**src/inc/nfh_map.svh**
```systemverilog
`ifndef NFH_MAP_SVH
`define NFH_MAP_SVH
// Operation
// - Top data line is data in word mode, host-driven byte address LSB in byte mode.
// - Chip select, output gate and write strobe are all active low.
// - At most two banks active: one programming or erasing, one being read.
// - Completion shows on done_not_busy, polling_bit and both toggle bits; the host watches only done_not_busy and the bit 6 toggle.
// - Commands go by plain write cycles; array reads behave like ROM reads.
// - Host may put the device in standby when it neither reads nor writes.
// - Host writes with write strobe and chip select low, output gate high.

// ****************************************************************
// Register offsets and fields
// ****************************************************************
`define NFH_OFF_CTRL 8'h00
`define NFH_OFF_ADDR 8'h04
`define NFH_OFF_WDATA 8'h08
`define NFH_OFF_CMD 8'h0c
`define NFH_OFF_STATUS 8'h10
`define NFH_OFF_RDATA 8'h14
`define NFH_CTRL_BYTE 0
`define NFH_CTRL_PROTECT 1
`define NFH_CTRL_RESET 2
`define NFH_CMD_READ 0
`define NFH_CMD_WRITE 1
`define NFH_CMD_ARM 2
`define NFH_STAT_REFUSED 3
`define NFH_CTRL_RESET_VAL 3'h0

// ****************************************************************
// Geometry and timing
// ****************************************************************
`define NFH_WORDS 4194304
`define NFH_BYTES 8388608
`define NFH_CLK_NS 50
`define NFH_T_ACC_NS 60
`define NFH_T_WP_NS 60
`define NFH_ACC_CYC ((`NFH_T_ACC_NS + `NFH_CLK_NS - 1) / `NFH_CLK_NS)
`define NFH_WP_CYC ((`NFH_T_WP_NS + `NFH_CLK_NS - 1) / `NFH_CLK_NS)
`define NFH_SYNC_STAGES 2
`endif

```
**src/inc/nfh_pkg.sv**
```systemverilog
package nfh_pkg;
    typedef enum logic [2:0] {
        NFH_ST_IDLE = 3'h0,
        NFH_ST_SETUP = 3'h1,
        NFH_ST_ACTIVE = 3'h3,
        NFH_ST_FINISH = 3'h2
    } nfh_state_t;

    typedef enum logic [1:0] {
        NFH_BANK_1 = 2'h0,
        NFH_BANK_2 = 2'h1,
        NFH_BANK_3 = 2'h2,
        NFH_BANK_4 = 2'h3
    } nfh_bank_t;
endpackage

```
**src/logic/nfh_host.sv**
```systemverilog
`timescale 1ns/1ns
`include "nfh_map.svh"
module nfh_host #(
    parameter int ACC_CYC = `NFH_ACC_CYC,
    parameter int WP_CYC = `NFH_WP_CYC
) (
    input wire logic mclk,
    input wire logic rst,
    input wire logic [7:0] reg_addr,
    input wire logic [31:0] reg_wdata,
    input wire logic reg_we,
    input wire logic reg_re,
    output logic [31:0] reg_rdata,
    output logic [21:0] flash_addr,
    input wire logic [15:0] flash_dq_in,
    output logic [15:0] flash_dq_out,
    output logic [15:0] flash_dq_oe,
    output logic flash_ce_n,
    output logic flash_oe_n,
    output logic flash_we_n,
    output logic flash_reset_n,
    output logic flash_byte_n,
    output logic flash_wp_n,
    input wire logic flash_done_not_busy
);
    localparam logic [3:0] RD_LAST = 4'(ACC_CYC + `NFH_SYNC_STAGES - 1);
    localparam logic [3:0] WR_LAST = 4'(WP_CYC - 1);

    nfh_pkg::nfh_state_t state;
    nfh_pkg::nfh_state_t next_state;
    logic [3:0] cnt;
    logic [3:0] next_cnt;
    logic is_write;
    logic byte_mode;
    logic protect;
    logic hw_reset;
    logic [22:0] addr_q;
    logic [15:0] wdata_q;
    logic [15:0] rd_data;
    logic armed;
    logic seen_low;
    logic refused;
    logic toggled;
    logic have_prev;
    logic prev_toggle;
    logic [1:0] busy_bank;
    logic [15:0] dq_s;
    logic rdy_s;

    // ****************************************************************
    // Pin inputs pass two flip-flops before any use.
    // ****************************************************************
    nfh_sync #(.WIDTH(17)) u_sync (
        .mclk(mclk),
        .rst(rst),
        .din({flash_done_not_busy, flash_dq_in}),
        .dout({rdy_s, dq_s})
    );

    // ****************************************************************
    // Register decode
    // ****************************************************************
    wire idle = state == nfh_pkg::NFH_ST_IDLE;
    wire sel_ctrl = reg_addr == `NFH_OFF_CTRL;
    wire sel_addr = reg_addr == `NFH_OFF_ADDR;
    wire sel_wdata = reg_addr == `NFH_OFF_WDATA;
    wire sel_cmd = reg_addr == `NFH_OFF_CMD;
    wire sel_status = reg_addr == `NFH_OFF_STATUS;
    wire sel_rdata = reg_addr == `NFH_OFF_RDATA;
    wire wr_ctrl = reg_we && sel_ctrl;
    wire wr_addr = reg_we && sel_addr && idle;
    wire wr_wdata = reg_we && sel_wdata && idle;
    wire wr_cmd = reg_we && sel_cmd && idle && !hw_reset;

    // Byte mode takes a 23-bit byte address; word mode a 22-bit word address.
    wire [21:0] word_addr = byte_mode ? addr_q[22:1] : addr_q[21:0];

    // Eight equal slices of the address: slice 0 is bank one, 7 bank four.
    wire [2:0] slice = word_addr[21:19];
    wire [1:0] tgt_bank = (slice == 3'h0) ? nfh_pkg::NFH_BANK_1 :
                          (slice == 3'h7) ? nfh_pkg::NFH_BANK_4 :
                          slice[2] ? nfh_pkg::NFH_BANK_3 : nfh_pkg::NFH_BANK_2;

    // A write may target only the bank already programming, if any.
    wire bank_clash = armed && (tgt_bank != busy_bank);
    wire req_rd = wr_cmd && reg_wdata[`NFH_CMD_READ];
    wire req_wr = wr_cmd && reg_wdata[`NFH_CMD_WRITE] && !reg_wdata[`NFH_CMD_READ];
    wire start_rd = req_rd;
    wire start_wr = req_wr && !bank_clash;
    wire refuse_wr = req_wr && bank_clash;
    wire arm_req = start_wr && reg_wdata[`NFH_CMD_ARM];
    wire clear_refused = reg_we && sel_status && reg_wdata[`NFH_STAT_REFUSED];

    // Busy bank is released once done_not_busy has gone low and risen again.
    wire release_bank = armed && seen_low && rdy_s;

    wire next_is_write = start_rd ? 1'b0 : (start_wr ? 1'b1 : is_write);
    wire capture = (state == nfh_pkg::NFH_ST_FINISH) && !is_write;
    wire [15:0] cap_data = byte_mode ? {8'h00, dq_s[7:0]} : dq_s;
    wire next_toggled = have_prev && (prev_toggle != dq_s[6]);

    // ****************************************************************
    // Sequencer for one access
    // ****************************************************************
    always_comb begin
        next_state = state;
        next_cnt = cnt;
        case (state)
            nfh_pkg::NFH_ST_IDLE: begin
                next_cnt = 4'h0;
                if (start_rd || start_wr) begin
                    next_state = nfh_pkg::NFH_ST_SETUP;
                end
            end
            nfh_pkg::NFH_ST_SETUP: begin
                next_state = nfh_pkg::NFH_ST_ACTIVE;
            end
            nfh_pkg::NFH_ST_ACTIVE: begin
                if (cnt == (is_write ? WR_LAST : RD_LAST)) begin
                    next_state = nfh_pkg::NFH_ST_FINISH;
                end else begin
                    next_cnt = cnt + 4'h1;
                end
            end
            nfh_pkg::NFH_ST_FINISH: begin
                next_state = nfh_pkg::NFH_ST_IDLE;
            end
            default: begin
                next_state = nfh_pkg::NFH_ST_IDLE;
            end
        endcase
    end

    // ****************************************************************
    // Next pin levels
    // ****************************************************************
    wire next_active = next_state != nfh_pkg::NFH_ST_IDLE;
    // Chip select stays high between accesses, which is standby.
    wire next_ce_n = !next_active;
    wire next_oe_n = !(next_active && !next_is_write && next_state != nfh_pkg::NFH_ST_SETUP);
    // Output gate stays high for the whole write; strobe low only in ACTIVE.
    wire next_we_n = !(next_is_write && next_state == nfh_pkg::NFH_ST_ACTIVE);
    wire [15:0] width_mask = byte_mode ? 16'h00ff : 16'hffff;
    wire [15:0] drive_mask = (next_is_write && next_active) ? width_mask : 16'h0000;
    // In byte mode the top data line always carries the byte address LSB.
    wire [15:0] next_dq_oe = {drive_mask[15] | byte_mode, drive_mask[14:0]};
    wire [15:0] next_dq_out = {byte_mode ? addr_q[0] : wdata_q[15], wdata_q[14:0]};

    wire [31:0] rd_mux = sel_ctrl ? {29'h0, hw_reset, protect, byte_mode} :
                         sel_addr ? {9'h0, addr_q} :
                         sel_wdata ? {16'h0, wdata_q} :
                         sel_status ? {25'h0, busy_bank, toggled, refused, armed, rdy_s, !idle} :
                         sel_rdata ? {16'h0, rd_data} : 32'h0;

    // ****************************************************************
    // State registers
    // ****************************************************************
    always_ff @(posedge mclk or posedge rst) begin
        if (rst) begin
            state <= nfh_pkg::NFH_ST_IDLE;
            cnt <= 4'h0;
            is_write <= 1'b0;
        end else begin
            state <= next_state;
            cnt <= next_cnt;
            is_write <= next_is_write;
        end
    end

    always_ff @(posedge mclk or posedge rst) begin
        if (rst) begin
            {hw_reset, protect, byte_mode} <= `NFH_CTRL_RESET_VAL;
        end else if (wr_ctrl) begin
            byte_mode <= reg_wdata[`NFH_CTRL_BYTE];
            protect <= reg_wdata[`NFH_CTRL_PROTECT];
            hw_reset <= reg_wdata[`NFH_CTRL_RESET];
        end
    end

    always_ff @(posedge mclk or posedge rst) begin
        if (rst) begin
            addr_q <= 23'h0;
            wdata_q <= 16'h0;
        end else begin
            if (wr_addr) begin
                addr_q <= reg_wdata[22:0];
            end
            if (wr_wdata) begin
                wdata_q <= reg_wdata[15:0];
            end
        end
    end

    // ****************************************************************
    // Read capture and completion polling
    // ****************************************************************
    always_ff @(posedge mclk or posedge rst) begin
        if (rst) begin
            rd_data <= 16'h0;
            toggled <= 1'b0;
            have_prev <= 1'b0;
            prev_toggle <= 1'b0;
        end else if (capture) begin
            rd_data <= cap_data;
            toggled <= next_toggled;
            have_prev <= 1'b1;
            prev_toggle <= dq_s[6];
        end
    end

    // The busy bank is tracked so that only one bank programs at a time.
    always_ff @(posedge mclk or posedge rst) begin
        if (rst) begin
            armed <= 1'b0;
            seen_low <= 1'b0;
            busy_bank <= 2'h0;
        end else if (arm_req) begin
            armed <= 1'b1;
            seen_low <= 1'b0;
            busy_bank <= tgt_bank;
        end else if (release_bank || hw_reset) begin
            armed <= 1'b0;
            seen_low <= 1'b0;
        end else if (armed && !rdy_s) begin
            seen_low <= 1'b1;
        end
    end

    // A refusal in the same cycle as its clear stays set.
    always_ff @(posedge mclk or posedge rst) begin
        if (rst) begin
            refused <= 1'b0;
        end else if (refuse_wr) begin
            refused <= 1'b1;
        end else if (clear_refused) begin
            refused <= 1'b0;
        end
    end

    always_ff @(posedge mclk or posedge rst) begin
        if (rst) begin
            reg_rdata <= 32'h0;
        end else begin
            reg_rdata <= reg_re ? rd_mux : 32'h0;
        end
    end

    // ****************************************************************
    // Pin registers
    // ****************************************************************
    always_ff @(posedge mclk or posedge rst) begin
        if (rst) begin
            flash_ce_n <= 1'b1;
            flash_oe_n <= 1'b1;
            flash_we_n <= 1'b1;
            flash_reset_n <= 1'b0;
            flash_byte_n <= 1'b1;
            flash_wp_n <= 1'b1;
        end else begin
            flash_ce_n <= next_ce_n;
            flash_oe_n <= next_oe_n;
            flash_we_n <= next_we_n;
            flash_reset_n <= !hw_reset;
            flash_byte_n <= !byte_mode;
            flash_wp_n <= !protect;
        end
    end

    always_ff @(posedge mclk or posedge rst) begin
        if (rst) begin
            flash_addr <= 22'h0;
            flash_dq_out <= 16'h0;
            flash_dq_oe <= 16'h0;
        end else begin
            flash_addr <= word_addr;
            flash_dq_out <= next_dq_out;
            flash_dq_oe <= next_dq_oe;
        end
    end
endmodule

```
**src/logic/nfh_sync.sv**
```systemverilog
`timescale 1ns/1ns
module nfh_sync #(
    parameter int WIDTH = 17
) (
    input wire logic mclk,
    input wire logic rst,
    input wire logic [WIDTH-1:0] din,
    output logic [WIDTH-1:0] dout
);
    logic [WIDTH-1:0] stage1;

    // ****************************************************************
    // Two-flop synchroniser; stage1 feeds only dout.
    // ****************************************************************
    always_ff @(posedge mclk or posedge rst) begin
        if (rst) begin
            stage1 <= '0;
            dout <= '0;
        end else begin
            stage1 <= din;
            dout <= stage1;
        end
    end
endmodule

```
**config.mk**
```make
export PLATFORM = sky130hd
export DESIGN_NAME = nfh_host
export DESIGN_NICKNAME = d
export VERILOG_FILES = /design/src/inc/nfh_pkg.sv /design/src/logic/nfh_host.sv /design/src/logic/nfh_sync.sv
export VERILOG_INCLUDE_DIRS = /design/src /design/src/inc
export SDC_FILE = /design/constraint.sdc
export NUM_CORES = 1
export LEC_CHECK = 0
export ABC_CLOCK_PERIOD_IN_PS = 7500
export BUFFER_PORTS_ARGS = -buffer_cell sky130_fd_sc_hd__buf_2
export CORE_UTILIZATION = 45
export DETAILED_ROUTE_END_ITERATION = 10
export PLACE_DENSITY = 0.68
export SYNTH_ARGS = -nofsm -noshare
export SYNTH_HDL_FRONTEND = slang
export SYNTH_SLANG_ARGS = --single-unit
```
**constraint.sdc**
```tcl
create_clock -name mclk -period 7.5 [get_ports mclk]
set_input_delay 0.75 -clock mclk [delete_from_list [all_inputs] [get_ports mclk]]
set_output_delay 0.75 -clock mclk [all_outputs]
set_load 0.005 [all_outputs]
```
==> impl_metrics.toml <==
[outcome]
status = "finished clean"

[die]
core_um2 = 14600
start_util_pct = 46.5
ios = 153
die_height_um = 125
die_width_um = 125
num_rows = 44
dieArea_um2 = 15600

[clock_network]
htreeDepth = 4
cts_made_buffers = 17
root_buffer = "clkbuf_16"
postCtsSetupRepairBufs = 0
post_cts_resized = 0
clkSlewWorstSetupHoldPaths_ns = 0.06
cts_sinks = 177
hold_buffers = 0
clock_latency_ns = 0.42
cts.path.max_buffers = 2
tritoncts = "built"

[placed_design]
portBuffers = 134
postPlaceCellArea_um2 = 7480
globalplace.congestion = 0.869
pre_cts_ws_ns = 4.38
dp_hpwl_um = 9750
dp_cells = 806

[detailed_routing]
vias = 4293
firstDrtPassIters = 5
vias_per_cell = 5.12
post-route-drc-count = 0
drt-total-wl_um = 14000
postRouteAntennaNets = 0
wire_per_inst_um = 16.7
drt-initial-drc-count = 337

[yosys]
synth_area_um2 = 6780
ys_seq_area_share_pct = 65.4
syn_avg_cell_area_um2 = 13.0
ys_ff_latch = 177
yosysWarnings = 0
synth_edf_count = 0
synth_top_area_share_pct = 63.5
async_reset_ff_share_pct = 100
synth_flop_cell = "dfrtp_1"
synth.area.top_cells = "dfrtp_1, mux2_2, o21ai_0"
ys_types = 52
synthCells = 520
yosysTopAreaCell = "dfrtp_1"

[power_and_ir_drop]
total_power_mw = 1.98
seq_power_share_pct = 50.8
power_switching_mw = 0.427
powerDensity_nw_per_um2 = 245
pwr-share-clk_pct = 44.8
switching_share_pct = 21.6
p_int_mw = 1.55
p_comb_share_pct = 4.4
p_leak_nw = 4.20
vdd_drop_max_mv = 0.157

[worst_setup_path]
worstPathRequired_ns = 7.80
path_max_fanout = 16
cp.arrival_ns = 3.05
critPathLaunchType = "input pin"
critPathKind = "in -> reg"
end_kind = "flip-flop"

[global_route]
grt_max_degree = 113
overflow = 0
antenna_found_initial = 1
grtUsageTotal_pct = 19.3
first_global_vias = 4396
grt_pass1_wl_um = 23100

[min_path]
hp-class = "reg -> reg"

[sta]
report.final.slew_viol_count = 0
max_freq_ghz = 0.364
rsz0062_at_grt = "false"
final-hold-violation-count = 0
clock_skew_ns = 0.00915
setup_viol = 0
period_minus_slack_ns = 2.75
holdWs_ns = 0.341
maxSlewHeadroom_pct = 19.5
finalWorstSetupSlack_ns = 4.75
setup-tns-final_ns = 0
finalCritPeriodShare_pct = 36.7
tightest_slew_ns = 1.20

[layout]
finalNetCount = 703
antenna_cells = 0
stdcell_count = 838
final_util_pct = 55.4
drive_above_1_share_pct = 39.4
fill_cells = 1207
syn_to_final_growth_pct = 19.3
fin_area_um2 = 8090

[run]
max_cap_viol_count = 0
## layout by cell type, fill, tap and decap left out, types with 4 or more instances in the layout
master and instances:
a21oi_1 15, nand3_1 8, conb_1 10, nand2b_1 5, clkbuf_16 17, nor2_1 23, and2_1 8, nand2_1 49
mux2_2 74, dfrtp_1 172, clkbuf_8 4, a221oi_1 9, o2bb2ai_1 4, buf_2 134, dfstp_2 5, inv_1 13
o21ai_0 38
## critical path, stage by stage
cell and delay, ns:
buf_2 0.16, nor2b_1 0.43, and3_1 0.57, nand2_1 0.64, mux2_2 0.49
## metal layers
metal / track usage (%) / wire, um
met3: 5.11 / 808
met5: 0 / 0
met4: 7.37 / 259
met2: 29.5 / 6500
met1: 26.4 / 6460
## power by group through the flow
stage / logic, mW / clock network (mW) / registers, mW
2_1_floorplan: 0.0532 / 0 / 1.02
3_3_place_gp: 0.0853 / 0 / 1.02
3_5_place_dp: 0.0881 / 0 / 1.02
4_1_cts: 0.0885 / 0.907 / 1.01
5_1_grt: 0.0985 / 0.951 / 1.01
6_report: 0.0866 / 0.886 / 1.01
## cells by family (layout without fill, tap and decap cells)
kind of cell	Yosys count	count (layout)	share of synthesized area, %
AO/OA/AOI/OAI	85	85	7.77
XOR/XNOR	3	3	0.388
adder cells (fa/ha/maj)	1	1	0.185
buffers and inverters	58	183	4.67
flip-flops	177	177	65.4
multiplexers	75	75	12.4
other	1	10	0.0553
AND/OR/NAND/NOR	120	120	9.05
## sequential cells by signal, indices dropped and copies added (netlist names), 2 cells and up
signal / cells
flash_addr: 22
flash_dq_out: 16
cnt: 4
state: 3
busy_bank: 2
rd_data: 16
u_sync.stage1: 17
addr_q: 23
flash_dq_oe: 3
reg_rdata: 23
wdata_q: 16
u_sync.dout: 17
## layout make-up
class | instances | area [um^2] | area share [%]
repair buffers | 137 | 693 | 8.57
multi-input cells | 294 | 2070 | 25.5
clock buffers | 22 | 484 | 5.99
well taps | 184 | 230 | 2.85
clock inverters | 10 | 123 | 1.52
inverters | 14 | 57.6 | 0.712
flip-flops and latches | 177 | 4440 | 54.8
## synth_stat cells, types with 4 or more instances
cell and instances:
a21oi_1 15, a221oi_1 9, and2_1 8, buf_1 4, buf_2 8, buf_4 23
clkbuf_1 7, dfrtp_1 172, dfstp_2 5, inv_1 14, mux2_2 74, nand2_1 49
nand2b_1 5, nand3_1 8, nor2_1 23, nor4_1 4, o21ai_0 38, o2bb2ai_1 4
## final timing paths
check                                       startpoint                         end  slack [ns]  cells after the start
hold / removal             u_sync.stage1[10]$_DFF_PP0_   u_sync.dout[10]$_DFF_PP0_        0.34                      0
setup / recovery                           reg_addr[3]     wdata_q[11]$_DFFE_PP0P_        4.75                      5
min in group asynchronous                          rst      addr_q[22]$_DFFE_PP0P_        0.56                      2
setup reg to reg                    state[0]$_DFF_PP0_        flash_we_n$_DFF_PP1_        5.38                      5
hold reg to reg            u_sync.stage1[10]$_DFF_PP0_   u_sync.dout[10]$_DFF_PP0_        0.34                      0
max in group asynchronous                          rst  u_sync.stage1[8]$_DFF_PP0_        5.56                      3
No activity file was read; power rests on OpenSTA's default activity.
